**src/rtl/hpc_pkg.sv**
```systemverilog
package hpc_pkg;

   // ==========================================================
   // parameter addresses
   localparam logic [15:0] OFS_REF_POL     = 16'h061C;
   localparam logic [15:0] OFS_NEG_LIMIT   = 16'h061E;
   localparam logic [15:0] OFS_POS_LIMIT   = 16'h0620;
   localparam logic [15:0] OFS_SAVED_METH  = 16'h1B38;
   localparam logic [15:0] OFS_SEARCH_SPD  = 16'h2808;
   localparam logic [15:0] OFS_LEAVE_SPD   = 16'h280A;
   localparam logic [15:0] OFS_EDGE_DIST   = 16'h280C;
   localparam logic [15:0] OFS_HOME_POS    = 16'h2816;
   localparam logic [15:0] OFS_OVERRUN     = 16'h281A;

   // ==========================================================
   // reset values
   localparam logic [15:0] RST_REF_POL     = 16'h0001;
   localparam logic [15:0] RST_NEG_LIMIT   = 16'h0001;
   localparam logic [15:0] RST_POS_LIMIT   = 16'h0001;
   localparam logic [15:0] RST_SAVED_METH  = 16'h0012;
   localparam logic [15:0] RST_SEARCH_SPD  = 16'h003C;
   localparam logic [15:0] RST_LEAVE_SPD   = 16'h0006;
   localparam logic [31:0] RST_EDGE_DIST   = 32'h0000_0000;
   localparam logic [31:0] RST_HOME_POS    = 32'h0000_0000;
   localparam logic [31:0] RST_OVERRUN     = 32'h0000_0000;

   // ==========================================================
   // switch evaluation codes
   localparam logic [1:0]  POL_OFF         = 2'h0;
   localparam logic [1:0]  POL_NC          = 2'h1;
   localparam logic [1:0]  POL_NO          = 2'h2;

   // ==========================================================
   // value ranges
   localparam logic [15:0] SPEED_MIN       = 16'h0001;
   localparam logic [15:0] SPEED_MAX       = 16'h0BB8;
   localparam logic [15:0] METHOD_MIN      = 16'h0001;
   localparam logic [15:0] METHOD_MAX      = 16'h0023;
   localparam logic [15:0] NOIDX_MIN       = 16'h0011;
   localparam logic [15:0] NOIDX_MAX       = 16'h001E;
   localparam logic [15:0] METH_NEG_LIMIT  = 16'h0011;
   localparam logic [15:0] METH_POS_LIMIT  = 16'h0012;

   // switch bit positions inside the conditioner vector
   localparam int          SW_REF          = 0;
   localparam int          SW_NEG          = 1;
   localparam int          SW_POS          = 2;

   typedef enum logic [2:0] {
      HPC_IDLE,
      HPC_SEARCH,
      HPC_STOP,
      HPC_RETURN,
      HPC_LEAVE,
      HPC_FAIL
   } hpc_state_t;

endpackage

```
**src/rtl/hpc_switch_cond.sv**
```systemverilog
`timescale 1ns/10ps
module hpc_switch_cond
(
   input  wire logic       core_clk,
   input  wire logic       nrst,
   input  wire logic [2:0] pin_raw,
   input  wire logic [5:0] pin_cfg,
   output logic      [2:0] sw_active
);

   logic [2:0] meta;
   logic [2:0] sync;

   genvar i;
   generate
      for (i = 0; i < 3; i = i + 1)
      begin : g_sw
         // two stages before any decision; meta feeds only sync
         always_ff @(posedge core_clk or negedge nrst)
         begin
            if (!nrst)
            begin
               meta[i] <= 1'b0;
               sync[i] <= 1'b0;
            end
            else
            begin
               meta[i] <= pin_raw[i];
               sync[i] <= meta[i];
            end
         end

         // nc reads open circuit as active, which is failsafe
         assign sw_active[i] =
            (pin_cfg[2*i +: 2] == hpc_pkg::POL_NC) ? !sync[i] :
            (pin_cfg[2*i +: 2] == hpc_pkg::POL_NO) ?  sync[i] :
            1'b0; // RQ14
      end
   endgenerate

endmodule

```
**src/rtl/hpc_dist_monitor.sv**
```systemverilog
`timescale 1ns/10ps
module hpc_dist_monitor
(
   input  wire logic        core_clk,
   input  wire logic        nrst,
   input  wire logic        run,
   input  wire logic        step_pulse,
   input  wire logic [31:0] limit,
   output logic             exceeded
);

   logic [31:0] travelled;

   // counter saturates so a long run never wraps back below limit
   always_ff @(posedge core_clk or negedge nrst)
   begin
      if (!nrst)
         travelled <= 32'h0000_0000;
      else if (!run)
         travelled <= 32'h0000_0000;
      else if (step_pulse && (travelled != 32'hFFFF_FFFF))
         travelled <= travelled + 32'h0000_0001;
   end

   // zero limit switches the check off
   assign exceeded = (limit != 32'h0000_0000) && (travelled >= limit);

endmodule

```
**src/rtl/hpc_homing_ctrl.sv**
```systemverilog
// Function
// [RQ1] reference switch: 1 means normally closed, 2 normally open
// [RQ2] each limit switch: 0 off, 1 normally closed, 2 normally open
// [RQ3] reference switch counts only while homing runs
// [RQ4] switch search uses search speed, 1 to 3000 rpm, default 60
// [RQ5] leaving the switch uses leave speed, 1 to 3000 rpm, default 6
// [RQ6] both speeds clamped to the ramp speed ceiling
// [RQ7] on success load home position value as current position
// [RQ8] edge not found within nonzero edge distance aborts with error
// [RQ9] switch not regained within nonzero overrun distance cancels
// [RQ10] at power-on active method takes the saved default method
// [RQ11] saved default method ranges 1 to 35, default 18
// [RQ12] homing ends on success, halt request or error
// [RQ13] methods 17 to 30: go to switch, then leave its edge
// [RQ14] switch inputs synchronised and turned into active-high flags
`timescale 1ns/10ps
module hpc_homing_ctrl
(
   input  wire logic        core_clk,
   input  wire logic        nrst,
   input  wire logic [15:0] param_addr,
   input  wire logic [31:0] param_wdata,
   input  wire logic        param_wr,
   input  wire logic        param_rd,
   output logic      [31:0] param_rdata,
   output logic             param_rvalid,
   output logic             param_err,
   input  wire logic        method_wr,
   input  wire logic [15:0] method_wdata,
   input  wire logic        homing_start,
   input  wire logic        halt_req,
   input  wire logic        motor_standstill,
   input  wire logic        step_pulse,
   input  wire logic [15:0] ramp_speed_ceiling,
   input  wire logic        reference_switch_input,
   input  wire logic        negative_limit_input,
   input  wire logic        positive_limit_input,
   output logic      [15:0] homing_method_select,
   output logic             homing_active,
   output logic      [15:0] speed_cmd,
   output logic             dir_negative,
   output logic             position_load,
   output logic      [31:0] position_load_value,
   output logic             homing_done,
   output logic             homing_error
);

   // ==========================================================
   // parameter registers
   logic [15:0] ref_switch_polarity_cfg;
   logic [15:0] neg_limit_cfg;
   logic [15:0] pos_limit_cfg;
   logic [15:0] saved_method_default;
   logic [15:0] search_speed;
   logic [15:0] leave_speed;
   logic [31:0] edge_search_max_distance;
   logic [31:0] home_position_value;
   logic [31:0] overrun_search_distance;
   logic        load_pending;

   hpc_pkg::hpc_state_t state;
   hpc_pkg::hpc_state_t next_state;
   logic        search_neg;
   logic        next_search_neg;
   logic [15:0] next_speed;
   logic        next_dir;

   // address decode
   wire hit_ref  = (param_addr == hpc_pkg::OFS_REF_POL);
   wire hit_neg  = (param_addr == hpc_pkg::OFS_NEG_LIMIT);
   wire hit_pos  = (param_addr == hpc_pkg::OFS_POS_LIMIT);
   wire hit_sav  = (param_addr == hpc_pkg::OFS_SAVED_METH);
   wire hit_srch = (param_addr == hpc_pkg::OFS_SEARCH_SPD);
   wire hit_lve  = (param_addr == hpc_pkg::OFS_LEAVE_SPD);
   wire hit_edge = (param_addr == hpc_pkg::OFS_EDGE_DIST);
   wire hit_home = (param_addr == hpc_pkg::OFS_HOME_POS);
   wire hit_ovr  = (param_addr == hpc_pkg::OFS_OVERRUN);
   wire hit_any  = hit_ref | hit_neg | hit_pos | hit_sav | hit_srch |
                   hit_lve | hit_edge | hit_home | hit_ovr;

   // range checks on the written value; out of range is refused
   wire [15:0] wlo      = param_wdata[15:0];
   wire        hi_zero  = (param_wdata[31:16] == 16'h0000);
   wire ok_ref  = hi_zero && (wlo == {14'h0000, hpc_pkg::POL_NC} ||
                              wlo == {14'h0000, hpc_pkg::POL_NO}); // RQ1
   wire ok_lim  = hi_zero && (wlo <= {14'h0000, hpc_pkg::POL_NO}); // RQ2
   wire ok_spd  = hi_zero && (wlo >= hpc_pkg::SPEED_MIN) &&
                  (wlo <= hpc_pkg::SPEED_MAX); // RQ4 RQ5
   wire ok_meth = hi_zero && (wlo >= hpc_pkg::METHOD_MIN) &&
                  (wlo <= hpc_pkg::METHOD_MAX); // RQ11
   wire ok_dist = !param_wdata[31];
   wire ok_val  = (hit_ref & ok_ref) | ((hit_neg | hit_pos) & ok_lim) |
                  (hit_sav & ok_meth) | ((hit_srch | hit_lve) & ok_spd) |
                  ((hit_edge | hit_ovr) & ok_dist) | hit_home;
   wire wr_ok   = param_wr & ok_val;

   // read mux, bits above the register width read as zero
   wire [31:0] rd_mux =
      hit_ref  ? {16'h0000, ref_switch_polarity_cfg} :
      hit_neg  ? {16'h0000, neg_limit_cfg} :
      hit_pos  ? {16'h0000, pos_limit_cfg} :
      hit_sav  ? {16'h0000, saved_method_default} :
      hit_srch ? {16'h0000, search_speed} :
      hit_lve  ? {16'h0000, leave_speed} :
      hit_edge ? edge_search_max_distance :
      hit_home ? home_position_value :
      hit_ovr  ? overrun_search_distance :
      32'h0000_0000;

   // ==========================================================
   // register write port
   always_ff @(posedge core_clk or negedge nrst)
   begin
      if (!nrst)
      begin
         ref_switch_polarity_cfg  <= hpc_pkg::RST_REF_POL;
         neg_limit_cfg            <= hpc_pkg::RST_NEG_LIMIT;
         pos_limit_cfg            <= hpc_pkg::RST_POS_LIMIT;
         saved_method_default     <= hpc_pkg::RST_SAVED_METH; // RQ11
         search_speed             <= hpc_pkg::RST_SEARCH_SPD;
         leave_speed              <= hpc_pkg::RST_LEAVE_SPD;
         edge_search_max_distance <= hpc_pkg::RST_EDGE_DIST;
         home_position_value      <= hpc_pkg::RST_HOME_POS;
         overrun_search_distance  <= hpc_pkg::RST_OVERRUN;
      end
      else if (wr_ok)
      begin
         if (hit_ref)  ref_switch_polarity_cfg  <= wlo;
         if (hit_neg)  neg_limit_cfg            <= wlo;
         if (hit_pos)  pos_limit_cfg            <= wlo;
         if (hit_sav)  saved_method_default     <= wlo;
         if (hit_srch) search_speed             <= wlo;
         if (hit_lve)  leave_speed              <= wlo;
         if (hit_edge) edge_search_max_distance <= param_wdata;
         if (hit_home) home_position_value      <= param_wdata;
         if (hit_ovr)  overrun_search_distance  <= param_wdata;
      end
   end

   // registered read answer and refusal flag
   always_ff @(posedge core_clk or negedge nrst)
   begin
      if (!nrst)
      begin
         param_rdata  <= 32'h0000_0000;
         param_rvalid <= 1'b0;
         param_err    <= 1'b0;
      end
      else
      begin
         param_rvalid <= param_rd;
         param_rdata  <= param_rd ? rd_mux : 32'h0000_0000;
         param_err    <= (param_rd & !hit_any) | (param_wr & !ok_val);
      end
   end

   // ==========================================================
   // active method, reloaded from the saved value after reset
   // constant at reset, saved value copied one edge after release
   always_ff @(posedge core_clk or negedge nrst)
   begin
      if (!nrst)
      begin
         load_pending         <= 1'b1;
         homing_method_select <= hpc_pkg::RST_SAVED_METH;
      end
      else if (load_pending)
      begin
         load_pending         <= 1'b0;
         homing_method_select <= saved_method_default; // RQ10
      end
      else if (method_wr && !homing_active)
         homing_method_select <= method_wdata;
   end

   // ==========================================================
   // switch conditioning and target selection
   logic [2:0] sw_active;

   hpc_switch_cond u_switch
   (
      .core_clk  (core_clk),
      .nrst      (nrst),
      .pin_raw   ({positive_limit_input, negative_limit_input,
                   reference_switch_input}),
      .pin_cfg   ({pos_limit_cfg[1:0], neg_limit_cfg[1:0],
                   ref_switch_polarity_cfg[1:0]}),
      .sw_active (sw_active)
   );

   wire ref_seen   = sw_active[hpc_pkg::SW_REF] & homing_active; // RQ3
   wire neg_seen   = sw_active[hpc_pkg::SW_NEG];
   wire pos_seen   = sw_active[hpc_pkg::SW_POS];
   wire m_neg_lim  = (homing_method_select == hpc_pkg::METH_NEG_LIMIT);
   wire m_pos_lim  = (homing_method_select == hpc_pkg::METH_POS_LIMIT);
   wire m_noidx    = (homing_method_select >= hpc_pkg::NOIDX_MIN) &&
                     (homing_method_select <= hpc_pkg::NOIDX_MAX); // RQ13
   // reference methods: odd codes search negative, even positive
   wire m_neg_dir  = m_neg_lim | (!m_pos_lim & homing_method_select[0]);
   wire target     = m_neg_lim ? neg_seen :
                     m_pos_lim ? pos_seen : ref_seen;
   // a limit that is not the goal, hit in the search direction
   wire stray_lim  = (search_neg & neg_seen & !m_neg_lim) |
                     (!search_neg & pos_seen & !m_pos_lim);

   // speed clamp against the ramp ceiling, whatever was written
   wire [15:0] search_eff = (search_speed > ramp_speed_ceiling) ?
                            ramp_speed_ceiling : search_speed; // RQ6
   wire [15:0] leave_eff  = (leave_speed > ramp_speed_ceiling) ?
                            ramp_speed_ceiling : leave_speed; // RQ6

   // ==========================================================
   // distance monitors
   logic edge_exceeded;
   logic over_exceeded;

   hpc_dist_monitor u_edge_mon
   (
      .core_clk   (core_clk),
      .nrst       (nrst),
      .run        (state == hpc_pkg::HPC_LEAVE),
      .step_pulse (step_pulse),
      .limit      (edge_search_max_distance),
      .exceeded   (edge_exceeded)
   );

   hpc_dist_monitor u_over_mon
   (
      .core_clk   (core_clk),
      .nrst       (nrst),
      .run        (state == hpc_pkg::HPC_RETURN),
      .step_pulse (step_pulse),
      .limit      (overrun_search_distance),
      .exceeded   (over_exceeded)
   );

   // ==========================================================
   // homing sequence; halt wins over every other exit
   always_comb
   begin
      next_state      = state;
      next_search_neg = search_neg;
      case (state)
         hpc_pkg::HPC_IDLE:
            if (homing_start && !load_pending)
            begin
               next_search_neg = m_neg_dir;
               next_state = m_noidx ? hpc_pkg::HPC_SEARCH :
                            hpc_pkg::HPC_FAIL; // RQ13
            end
         hpc_pkg::HPC_SEARCH:
            if (target)
               next_state = hpc_pkg::HPC_STOP;
            else if (stray_lim)
               next_state = hpc_pkg::HPC_FAIL;
         // wait for standstill, then see whether we overran
         hpc_pkg::HPC_STOP:
            if (motor_standstill)
               next_state = target ? hpc_pkg::HPC_LEAVE :
                            hpc_pkg::HPC_RETURN;
         hpc_pkg::HPC_RETURN:
            if (target)
               next_state = hpc_pkg::HPC_LEAVE;
            else if (over_exceeded)
               next_state = hpc_pkg::HPC_FAIL; // RQ9
         hpc_pkg::HPC_LEAVE:
            if (!target)
               next_state = hpc_pkg::HPC_IDLE;
            else if (edge_exceeded)
               next_state = hpc_pkg::HPC_FAIL; // RQ8
         hpc_pkg::HPC_FAIL:
            next_state = hpc_pkg::HPC_IDLE;
         default:
            next_state = hpc_pkg::HPC_IDLE;
      endcase
      if (halt_req && state != hpc_pkg::HPC_IDLE)
         next_state = hpc_pkg::HPC_IDLE; // RQ12
   end

   wire going_active = (next_state == hpc_pkg::HPC_SEARCH) ||
                       (next_state == hpc_pkg::HPC_STOP) ||
                       (next_state == hpc_pkg::HPC_RETURN) ||
                       (next_state == hpc_pkg::HPC_LEAVE);
   wire edge_found   = (state == hpc_pkg::HPC_LEAVE) && !target &&
                       !halt_req;
   wire fail_now     = (next_state == hpc_pkg::HPC_FAIL);

   // speed and direction for the coming state
   assign next_speed = (next_state == hpc_pkg::HPC_SEARCH) ? search_eff :
                       ((next_state == hpc_pkg::HPC_RETURN) ||
                        (next_state == hpc_pkg::HPC_LEAVE)) ? leave_eff :
                       16'h0000; // RQ4 RQ5
   assign next_dir   = (next_state == hpc_pkg::HPC_SEARCH) ?
                       next_search_neg : !next_search_neg;

   always_ff @(posedge core_clk or negedge nrst)
   begin
      if (!nrst)
      begin
         state      <= hpc_pkg::HPC_IDLE;
         search_neg <= 1'b0;
      end
      else
      begin
         state      <= next_state;
         search_neg <= next_search_neg;
      end
   end

   // registered drive outputs and completion pulses
   always_ff @(posedge core_clk or negedge nrst)
   begin
      if (!nrst)
      begin
         homing_active       <= 1'b0;
         speed_cmd           <= 16'h0000;
         dir_negative        <= 1'b0;
         position_load       <= 1'b0;
         position_load_value <= 32'h0000_0000;
         homing_done         <= 1'b0;
         homing_error        <= 1'b0;
      end
      else
      begin
         homing_active <= going_active; // RQ12
         speed_cmd     <= next_speed;
         dir_negative  <= next_dir;
         position_load <= edge_found;
         homing_done   <= edge_found;
         homing_error  <= fail_now;
         if (edge_found)
            position_load_value <= home_position_value; // RQ7
      end
   end

   // ==========================================================
   // checks
   chk_ref_ignored: assert property (@(posedge core_clk) disable iff (!nrst)
      !homing_active |-> !ref_seen) // RQ3
      else $error("reference switch seen outside homing");
   chk_limit_off: assert property (@(posedge core_clk) disable iff (!nrst)
      (neg_limit_cfg[1:0] == hpc_pkg::POL_OFF) |-> !neg_seen) // RQ2
      else $error("disabled negative limit reported active");
   chk_speed_clamp: assert property (@(posedge core_clk) disable iff (!nrst)
      speed_cmd <= $past(ramp_speed_ceiling)) // RQ6
      else $error("speed command above ramp ceiling");
   chk_search_rate: assert property (@(posedge core_clk) disable iff (!nrst)
      (state == hpc_pkg::HPC_SEARCH) |-> speed_cmd == $past(search_eff)) // RQ4
      else $error("search speed not applied");
   chk_leave_rate: assert property (@(posedge core_clk) disable iff (!nrst)
      (state == hpc_pkg::HPC_LEAVE) |-> speed_cmd == $past(leave_eff)) // RQ5
      else $error("leave speed not applied");
   chk_home_load: assert property (@(posedge core_clk) disable iff (!nrst)
      position_load |-> homing_done &&
      position_load_value == $past(home_position_value)) // RQ7
      else $error("home position not loaded");
   chk_edge_abort: assert property (@(posedge core_clk) disable iff (!nrst)
      (state == hpc_pkg::HPC_LEAVE) && edge_exceeded && target && !halt_req
      |=> homing_error && !homing_active ##1 !homing_error) // RQ8
      else $error("edge search overrun not aborted");
   chk_overrun_stop: assert property (@(posedge core_clk) disable iff (!nrst)
      (state == hpc_pkg::HPC_RETURN) && over_exceeded && !target &&
      !halt_req |=> homing_error) // RQ9
      else $error("overrun search not cancelled");
   chk_boot_method: assert property (@(posedge core_clk) disable iff (!nrst)
      $fell(load_pending) |->
      homing_method_select == $past(saved_method_default)) // RQ10
      else $error("saved method not restored");
   chk_halt_ends: assert property (@(posedge core_clk) disable iff (!nrst)
      homing_active && halt_req |=> !homing_active [*2]) // RQ12
      else $error("halt did not end homing");
   chk_bad_method: assert property (@(posedge core_clk) disable iff (!nrst)
      (state == hpc_pkg::HPC_IDLE) && homing_start && !load_pending &&
      !m_noidx |=> homing_error && !homing_active) // RQ13
      else $error("unsupported method accepted");

endmodule

```
**config.mk**
```make
export PLATFORM = sky130hd
export DESIGN_NAME = hpc_homing_ctrl
export DESIGN_NICKNAME = d
export VERILOG_FILES = /design/src/rtl/hpc_pkg.sv /design/src/rtl/hpc_switch_cond.sv /design/src/rtl/hpc_dist_monitor.sv /design/src/rtl/hpc_homing_ctrl.sv
export SDC_FILE = /design/constraint.sdc
export NUM_CORES = 1
export LEC_CHECK = 0
export CORE_AREA = 2 2 175 177
export CTS_CLUSTER_DIAMETER = 100
export DETAILED_ROUTE_END_ITERATION = 6
export DIE_AREA = 0 0 177 179
export DONT_BUFFER_PORTS = 1
export GPL_ROUTABILITY_DRIVEN = 0
export PLACE_DENSITY = 0.84
export SYNTH_ARGS = -nofsm -noshare
export SYNTH_HDL_FRONTEND = slang
export SYNTH_HIERARCHICAL = 1
export SYNTH_SLANG_ARGS = --single-unit
```
**constraint.sdc**
```tcl
create_clock -name core_clk -period 6.8 [get_ports core_clk]
set_input_delay 1.02 -clock core_clk [delete_from_list [all_inputs] [get_ports core_clk]]
set_output_delay 1.02 -clock core_clk [all_outputs]
set_load 0.005 [all_outputs]
```
==> key figures, run 1 <==
Timing
  – Post-route minimum period: 4.11 ns
  – Fin. Hold Viols: 0
  – Fin Clk Skew: roughly 0.018 ns
  – Tcrit/Tclk final: 60.5%
  – Setup TNS: 0 ns
  – Slew Viols, Final: 0
  – Maximum clock frequency: 0.243 GHz
  – Finish-stage setup viols: 0
  – RSZ-0062 raised after global routing: no
  – Slew @ Worst Pin: 1.31 ns
  – Slew headroom: 12.6%

Logic synthesis
  – Yosys warns: 6
  – Synth top area share: 46.4%
  – Cell taking the most area after synthesis: dfrtp_1
  – FFs w/ async S/R, synth: 100%
  – Synth unique cells: 85
  – Post-Synthesis Cell Area: 0.0191 mm^2
  – Synthesis-stage register bit count: about 370
  – Syn_nets: 1996
  – Mean area per synthesized cell: 10.6 um^2
  – Synth area leaders: dfrtp_1 (46%), mux2_2 (6.8%), ha_1 (6.4%)
  – EDFF count, synth: 0
  – Sequential area share after synthesis: approximately half
  – Mapped Cells: 1806
  – Top FF cell, synth: dfrtp_1

Clock network
  – H-tree levels: 2
  – CTS tree: yes
  – Worst skew pair latency: 0.53 ns
  – Num CTS Buffers: 38
  – Maximum clock insertion buffer count: 3
  – Post-cts sizing count: 0
  – Post-CTS setup buffers: 0
  – Clock Sinks: 369
  – Clk root buf: clkbuf_16
  – Post-CTS Hold Fix Bufs: 0
  – Reg clk slew, reported paths: 0.06 ns

Critical path
  – Data required time of the critical path: 7.15 ns
  – Setup crit start kind: flip-flop
  – Critical Path Start: edge_search_max_distance[13]
  – Setup crit end kind: flip-flop
  – Worst path buffer plus inverter count: 1
  – Crit path max fanout: 16
  – Crit-path slowest cell: a22oi_2
  – RR Startpoint: edge_search_max_distance[13]
  – CP peak stage delay: approximately 0.85 ns
  – Worst path arrival time: 4.46 ns
  – CP Class: reg2reg
  – Critical path cell sequence: inv_1 > ha_1 > a211oi_1 > nor2_1 > or3_1 > a211oi_1 > o221ai_1 > nor2_1 > a211oi_1 > a311oi_1 > nor2_1 > a22oi_2 > o22ai_1
  – Critical path's top delay family: compound AO/OA/AOI/OAI gates

Cells and area
  – Nets: just under 2000
  – Layout Cells excl Fill: 2206
  – Inserted Diodes: 0
  – Area taken by multi-input logic gates: 0.00920 mm^2
  – Synth-to-Final Area Change: 8.02%
  – Share of layout cells above drive strength 1: 13.6%
  – Sequential cell area: 0.00925 mm^2
  – Final Cell Area: around 0.021 mm^2
  – Fillers: 2115
  – Final core utilization: 68.8%

Die
  – FP Rows: 64
  – I/O pins: 195
  – Core area: 0.0300 mm^2
  – Die width: 177 um
  – Die Span Y: ~180 um
  – Starting Density: around 64%
  – Full die area: 0.0317 mm^2

Power and ir drop
  – PwrDens: 225 mW/mm^2
  – Pleak: about 9.6 nW
  – Worst VDD drop: roughly 0.16 mV
  – Pwr Total: ~4.6 mW

GRT
  – Initial antenna violation count: 1
  – Largest net degree at the start of global routing: 370
  – Grt total ovfl: 0
  – First-pass GRT wire length: 84000 um
  – Gr usage total: between 30% and 40%
  – Number of global-route vias before repair: 14996

Worst hold path
  – Worst hold path type: in2async

Place
  – DP Area: ~0.019 mm^2
  – DP HPWL: 37700 um
  – IO Port Bufs: 0
  – Placed cells: ~2100

Route
  – Drt pass-1 iters: 6
  – Vias per cell: 6.89
  – Drt drc: 0
  – Final ANT Viol Nets: 0
  – Routed WL per cell: 24.4 um
  – DR iter-0 viols: 1731
  – Via Count: 15199
  – Final WL: around 54000 um

Run status
  – Status: finished, final reports clean

Flow run
  – MaxCap Viol Count: 0
==> synthesized netlist by cell type, types with 4 or more instances <==
| library cell | n |
|---|---|
| a21o_1 | 6 |
| o22ai_1 | 26 |
| a211o_1 | 6 |
| and4_1 | 11 |
| o21a_1 | 4 |
| inv_1 | 95 |
| o21ai_0 | 58 |
| o31ai_1 | 14 |
| a31oi_1 | 8 |
| xnor2_1 | 15 |
| a21oi_1 | 121 |
| nor3_1 | 23 |
| o211ai_1 | 18 |
| mux2i_1 | 50 |
| nor2_1 | 122 |
| clkbuf_1 | 39 |
| nand3_1 | 51 |
| mux2_1 | 41 |
| dfstp_2 | 14 |
| a211oi_1 | 13 |
| buf_2 | 17 |
| and3_1 | 15 |
| a31o_2 | 4 |
| or3_1 | 29 |
| ha_1 | 98 |
| o41ai_1 | 4 |
| a222oi_1 | 22 |
| nand2b_1 | 10 |
| or4_1 | 20 |
| buf_1 | 8 |
| nand4_1 | 31 |
| a21boi_1 | 5 |
| nand3b_1 | 6 |
| dfrtp_1 | 355 |
| mux2_2 | 115 |
| and2_1 | 20 |
| or2_2 | 6 |
| a311oi_1 | 5 |
| a22oi_1 | 8 |
| o2111ai_1 | 5 |
| a21boi_0 | 4 |
| nor2b_1 | 57 |
| nand2_1 | 120 |
| buf_6 | 5 |
| nor4_1 | 33 |
==> state kept, by name, summed over array words and instances (netlist names), 3 cells and up <==
signal,count
edge_search_max_distance,32
home_position_value,32
overrun_search_distance,32
param_rdata,32
position_load_value,32
u_edge_mon/travelled,32
u_over_mon/travelled,32
homing_method_select,16
leave_speed,16
neg_limit_cfg,16
pos_limit_cfg,16
ref_switch_polarity_cfg,16
saved_method_default,16
search_speed,16
speed_cmd,16
state,3
u_switch/meta,3
u_switch/sync,3
==> layer usage <==
layer  track usage [%]  vias up  share of wire (%)
met2              53.0      911                 45
met4              18.9        0                6.0
met3              8.86      225                 11
met5                 0        -                  0
li1                  -     6570                  -
met1              44.4     7493                 38
==> kinds of logic after synthesis <==
kind of cell	after synthesis	synth area share [%]
DFF	369	48.3
and+or+nand+nor	583	16.3
AOI/OAI and AO/OA	363	12.7
other	1	0.0196
xor gates and xnor gates	16	0.732
buffers and inverters	170	3.69
adders and majority gates	98	6.41
muxes	206	11.8
==> per-stage QoR <==
stage,setup slack [ns],hold slack [ns]
after floorplan,3.40,0.331
after global placement,2.71,0.338
after detailed placement,2.65,0.347
after CTS,2.81,0.182
after global routing,2.45,0.175
final,2.69,0.205
==> cell usage in the layout, fill, tap and decap left out, types with 7 or more instances in the layout <==
cell type,synthesis,routed
and2_1,20,21
nor3_1,23,23
mux2_2,115,115
nor2b_1,57,56
nand3_1,51,51
o22ai_1,26,26
clkbuf_16,0,39
clkinv_2,0,11
mux2i_1,50,50
nand4_1,31,31
a22oi_1,8,8
o211ai_1,18,18
dfrtp_1,355,355
or4_1,20,20
or3_1,29,28
inv_1,95,95
nand2b_1,10,10
and4_1,11,11
o21ai_0,58,58
nor4_1,33,33
mux2_1,41,41
nand2_1,120,120
a31oi_1,8,7
buf_4,2,8
dfstp_2,14,14
xnor2_1,15,15
o31ai_1,14,14
ha_1,98,98
a21oi_1,121,121
a211oi_1,13,13
a222oi_1,22,22
nor2_1,122,122
and3_1,15,15
==> final timing paths <==
check,endpoint,slack (ns),depth (start not counted)
min,dir_negative,0.20,0
max reg2reg,speed_cmd[9],2.69,13
min reg2reg,u_switch/sync[1],0.36,0
min in group core_clk,u_switch/sync[1],0.36,0
max in group asynchronous,param_rdata[0],6.02,0
max,speed_cmd[9],2.69,13
==> layout make-up <==
type / count / share of cell area [%]
Sequential cell: 369 / 44.8
Multi-Input combinational cell: 1267 / 44.5
Clock buffer: 46 / 5.14
Tap cell: 396 / 2.40
Inverter: 97 / 1.76
Clock inverter: 23 / 1.17
Timing Repair Buffer: 8 / 0.291
==> power by group <==
part | internal [mW] | leakage (nW) | switching [mW]
logic | 0.0728 | 3.86 | 0.136
registers | 2.23 | 5.07 | 0.0406
clock network | 1.27 | 0.646 | 0.893
(Power assumes the default switching activity.)
==> run 2: changes to the inputs <==
- CORE_AREA: 2 2 175 177 -> 2 2 185 187
- DIE_AREA: 0 0 177 179 -> 0 0 187 189
- PLACE_DENSITY: 0.84 -> 0.8
- clock period: 6.8 -> 3.55 ns (I/O delays scaled with it)
==> key figures, run 2 (synthesis results as in run 1) <==
Timing
  – Slew @ Worst Pin: 1.06 ns
  – Post-route minimum period: ~3.4 ns
  – Tcrit/Tclk final: 95.2%
  – Slew headroom: 28.5%
  – Slew Viols, Final: 0
  – Maximum clock frequency: 0.296 GHz
  – Finish-stage setup viols: 0
  – RSZ-0062 raised after global routing: no
  – Setup TNS: 0 ns
  – Fin Clk Skew: 0.0163 ns
  – Min Hold Slack: -0.297 ns
  – Fin. Hold Viols: 365

Critical path
  – Crit-path slowest cell: dfrtp_1
  – Worst path buffer plus inverter count: 1
  – RR Startpoint: u_edge_mon/travelled[2]
  – CP peak stage delay: 0.47 ns
  – R2r endpoint: speed_cmd[7]
  – Critical path's top delay family: compound AO/OA/AOI/OAI gates
  – Critical path cell sequence: ha_1 > a21o_1 > a31oi_1 > o21ai_0 > a211oi_2 > o221ai_1 > nor2_1 > a211oi_1 > a311oi_2 > nor2_1 > a22oi_2 > buf_12 > o22ai_1
  – CP Class: reg2reg
  – Setup crit end kind: flip-flop
  – Crit path depth: 13
  – Worst R2R Path Depth: 13
  – Most common cell on crit path: nor2_1
  – Critical Path Start: u_edge_mon/travelled[2]
  – Flop2flop setup slack: around 0.17 ns
  – Crit path to: speed_cmd[7]
  – Crit path max fanout: 16
  – Setup crit start kind: flip-flop
  – Worst path arrival time: 3.78 ns
  – Data required time of the critical path: 3.95 ns

Cells and area
  – Nets: 2000
  – Synth-to-Final Area Change: 10.0%
  – Share of layout cells above drive strength 1: 14.7%
  – Most common cell after layout, fill and taps aside: dfrtp_1
  – Most frequent cells in the layout: dfrtp_1 (355), nor2_1 (122), a21oi_1 (121)

Clock network
  – Reg clk slew, reported paths: 0.06 ns
  – Clk root buf: clkbuf_16
  – Worst skew pair latency: 0.53 ns
  – Clock Sinks: 369
  – CTS tree: yes
  – H-tree levels: 2
  – Post-CTS setup buffers: 0
  – Maximum clock insertion buffer count: 3
  – Num CTS Buffers: 39

Route
  – Final ANT Viol Nets: 0
  – Routed WL per cell: around 24 um
  – Via Count: 15252
  – Final WL: 54500 um
  – Vias per cell: between 6 and 7
  – DR iter-0 viols: 1644
  – Drt drc: 0
  – Drt pass-1 iters: 6

Die
  – Core area: 0.0333 mm^2
  – Full die area: roughly 0.035 mm^2
  – Die Span Y: 189 um
  – Starting Density: 57.5%
  – FP Rows: between 60 and 70
  – I/O pins: 195
  – Die width: 187 um

Place
  – IO Port Bufs: 0
  – DP HPWL: 38800 um

Power and ir drop
  – Worst VDD drop: 0.336 mV
  – PwrDens: 427 mW/mm^2
  – Pleak: ~10 nW
  – Pwr Total: 9.00 mW

GRT
  – Gr usage total: 30.5%
  – Largest net degree at the start of global routing: between 300 and 400
  – Number of global-route vias before repair: 15060
  – Initial antenna violation count: 1
  – Grt total ovfl: 0
  – First-pass GRT wire length: around 85000 um

Flow run
  – MaxCap Viol Count: 0

Worst hold path
  – Worst hold path type: in2async

Run status
  – Failing checks: negative hold slack
  – Status: complete, but fails checks
[run 2: changes by cell type in the layout (fill, tap and decap cells not counted), moves of 3 or more]
cell / before / now
buf_12: 0 / 5
buf_4: 8 / 31
clkbuf_1: 1 / 10
clkinv_2: 11 / 4
diode_2: 0 / 3
[run 2: how the worst min path moves through the flow]
stage                               endpoint  slack [ns]  depth (start not counted)
floorplan                       dir_negative        0.24                          0
global placement     homing_method_select[8]        0.26                          0
detailed placement              homing_error        0.25                          0
CTS                  position_load_value[26]       -0.30                          0
global route        homing_method_select[15]       -0.30                          0
finish              homing_method_select[15]       -0.30                          0
[run 2: through the flow]
| stage | instance area, um^2 | utilization, % | setup slack [ns] | instances | hold WS, ns |
|---|---|---|---|---|---|
| 2_1_floorplan | 19100 | - | 0.639 | 1806 | 0.237 |
| 3_3_place_gp | 19700 | 59.2 | 0.161 | 2217 | 0.259 |
| 3_5_place_dp | 19700 | 59.2 | 0.0122 | 2217 | 0.251 |
| 4_1_cts | 21000 | 63.2 | 0.0989 | 2289 | -0.299 |
| 5_1_grt | 21100 | 63.3 | 0.00526 | 2289 | -0.305 |
| 6_report | 21100 | 63.3 | 0.172 | 2292 | -0.297 |
[run 2: metal layers]
layer | vias up | part of all wire (%) | track usage [%]
met2 | 862 | 46 | 48.3
met3 | 134 | 11 | 7.28
met4 | 0 | 3.6 | 12.0
met1 | 7608 | 40 | 40.8
li1 | 6648 | - | -
met5 | - | 0 | 0
[run 2: repair_timing]
| action | in CTS | in global routing |
|---|---|---|
| hold endpoints to repair | 369 | 364 |
| gates resized for setup | 1 | 2 |
| endpoints found under the setup margin | 16 | 17 |
| gates cloned | 0 | 0 |
[run 2: where the power goes]
group | leakage, nW | internal (mW) | switching, mW | total, mW
Sequential | 5.07 | 4.26 | 0.0806 | 4.35
Clock | 0.638 | 2.49 | 1.72 | 4.22
Combinational | 4.03 | 0.174 | 0.264 | 0.438
Total | 9.74 | 6.93 | 2.07 | 9.00
[run 2: worst reg2reg max path, stage by stage, from the launching register on]
cell	delay [ns]
dfrtp_1	0.47
ha_1	0.33
a21o_1	0.18
a31oi_1	0.20
o21ai_0	0.16
a211oi_2	0.34
o221ai_1	0.29
nor2_1	0.17
a211oi_1	0.08
a311oi_2	0.33
nor2_1	0.13
a22oi_2	0.30
buf_12	0.19
o22ai_1	0.09
[run 2: area by class of cell]
class / count / area [um^2]
fillers: 2508 / 12200
flip-flops and latches: 369 / 9250
multi-input cells: 1267 / 9210
clock buffers: 55 / 1110
well taps: 448 / 561
inverters: 97 / 364
repair buffers: 36 / 333
clock inverters: 17 / 221
diodes: 3 / 7.51
==> run 3: changes to the inputs <==
- BUFFER_PORTS_ARGS: not set -> -buffer_cell sky130_fd_sc_hd__buf_2
- CORE_AREA: 2 2 185 187 -> 2 2 192 194
- DIE_AREA: 0 0 187 189 -> 0 0 194 196
- DONT_BUFFER_PORTS: 1 -> not set
- SETUP_SLACK_MARGIN: not set -> 0.4
==> key figures, run 3 (synthesis results as in run 1) <==
Run status
  – Status: complete, but fails checks
  – Failing checks: design-rule violations

Critical path
  – Crit-path slowest cell: dfrtp_1
  – Setup crit end kind: flip-flop
  – Critical path cell sequence: inv_1 > ha_1 > nand4_1 > a211oi_1 > or3_1 > a211oi_2 > o221ai_2 > nor2_1 > a211oi_1 > a311oi_2 > nor2_2 > a22oi_2 > buf_12 > buf_12 > o22ai_1
  – Setup crit start kind: flip-flop
  – Crit path max fanout: 8
  – CP peak stage delay: 0.40 ns
  – Worst path arrival time: 3.64 ns
  – Data required time of the critical path: 3.94 ns
  – CP Class: reg2reg
  – Flop2flop setup slack: between 0.2 and 0.3 ns

Timing
  – Fin Clk Skew: 0.0306 ns
  – Slew @ Worst Pin: 1.04 ns
  – Slew Viols, Final: 0
  – Tcrit/Tclk final: 91.7%
  – Fin. Hold Viols: 0
  – Min Hold Slack: between 0.01 and 0.015 ns
  – Slew headroom: a little over 30%
  – Maximum clock frequency: 0.307 GHz
  – RSZ-0062 raised after global routing: yes
  – Post-route minimum period: about 3.3 ns
  – Finish-stage setup viols: 0

Die
  – FP Rows: 70
  – Die width: approximately 190 um
  – Starting Density: 53.0%
  – I/O pins: around 200
  – Full die area: 0.0380 mm^2
  – Core area: between 0.03 and 0.04 mm^2
  – Die Span Y: 196 um

GRT
  – Largest net degree at the start of global routing: 94
  – Number of global-route vias before repair: approximately 16000
  – Gr usage total: 28.8%
  – First-pass GRT wire length: 87300 um
  – Initial antenna violation count: 4
  – Grt total ovfl: 0

Power and ir drop
  – Pwr Total: 9.34 mW
  – Worst VDD drop: ~0.33 mV
  – Pleak: 10.9 nW
  – PwrDens: 413 mW/mm^2

Route
  – Final ANT Viol Nets: 0
  – Drt drc: 5
  – Vias per cell: 6.34
  – Via Count: between 15000 and 20000
  – DR iter-0 viols: roughly 1700
  – Drt pass-1 iters: 7
  – Final WL: 56700 um
  – Routed WL per cell: 22.3 um

Place
  – DP HPWL: 40200 um
  – IO Port Bufs: 194

Clock network
  – Clock Sinks: 369
  – Maximum clock insertion buffer count: 3
  – Reg clk slew, reported paths: around 0.06 ns
  – H-tree levels: 2
  – Clk root buf: clkbuf_16
  – CTS tree: yes
  – Num CTS Buffers: 41
  – Worst skew pair latency: between 0.5 and 0.6 ns

Cells and area
  – Nets: roughly 2200
  – Most common cell after layout, fill and taps aside: dfrtp_1
  – Synth-to-Final Area Change: 18.1%
  – Most frequent cells in the layout: dfrtp_1 (345), buf_2 (193), nor2_1 (121), a21oi_1 (121), nand2_1 (120)
  – Share of layout cells above drive strength 1: 26.0%

Flow run
  – MaxCap Viol Count: 0

Worst hold path
  – Worst hold path type: in2async
==> run 3: where the power goes <==
part           switching [mW]  total (mW)  leakage [nW]  internal [mW]
clock                    1.71        4.29         0.679           2.58
sequential             0.0662        4.33          5.06           4.27
combinational           0.464       0.725          5.19          0.261
==> run 3: final cells by class <==
| cell class | count | area, um^2 |
|---|---|---|
| Timing Repair Buffer | 269 | 1670 |
| Clock buffer | 58 | 1200 |
| Fill cell | 2741 | 13500 |
| Tap cell | 468 | 586 |
| Multi-Input combinational cell | 1267 | 9360 |
| Clock inverter | 15 | 168 |
| Inverter | 97 | 364 |
| Antenna cell | 2 | 5.00 |
| Sequential cell | 369 | 9260 |
==> run 3: final timing paths <==
path	start	to	cells after the start
setup / recovery	edge_search_max_distance[9]	speed_cmd[6]	15
hold / removal	nrst	search_neg	1
setup reg to reg	edge_search_max_distance[9]	speed_cmd[6]	15
hold reg to reg	u_switch/meta[2]	u_switch/sync[2]	0
max in group asynchronous	nrst	search_speed[5]	2
min in group core_clk	reference_switch_input	u_switch/meta[0]	1
==> run 3: repair_timing <==
item / 4_1_cts / 5_1_grt
gates resized for setup: 10 / 30
pin swaps: 4 / 11
endpoints found under the setup margin: 51 / 17
endpoints found under the hold margin: 0 / 0
hold buffers: 0 / 0
buffers inserted: 1 / 33
cloned: 0 / 1
==> run 3: worst max-delay path, delay by kind of cell (launching register included) <==
kind / cells / cell delay [ns]
AOI/OAI and AO/OA: 7 / 1.28
and+or+nand+nor: 4 / 0.73
DFF: 1 / 0.40
buffers and inverters: 3 / 0.37
adders and majority gates: 1 / 0.33
==> run 3: per-layer routing <==
| metal | vias up | wire (um) | share of wire [%] | track usage, % |
|---|---|---|---|---|
| met5 | - | 38 | 0.067 | 0 |
| met4 | 6 | 2860 | 5.0 | 13.3 |
| met3 | 183 | 4810 | 8.5 | 4.81 |
| met2 | 891 | 25800 | 46 | 45.1 |
| met1 | 7927 | 23200 | 41 | 39.6 |
| li1 | 7119 | - | - | - |
==> run 3: per-stage QoR <==
stage	instances	area, um^2	utilization (%)	setup WS, ns	TNS, ns
finish	2545	22600	62.7	0.294	0
floorplan	1806	19100	-	0.639	0
CTS	2509	22200	61.5	0.370	0
detailed placement	2435	20800	57.6	-0.00949	-0.00949
global placement	2435	20800	57.6	0.216	0
global route	2544	22600	62.6	0.243	0
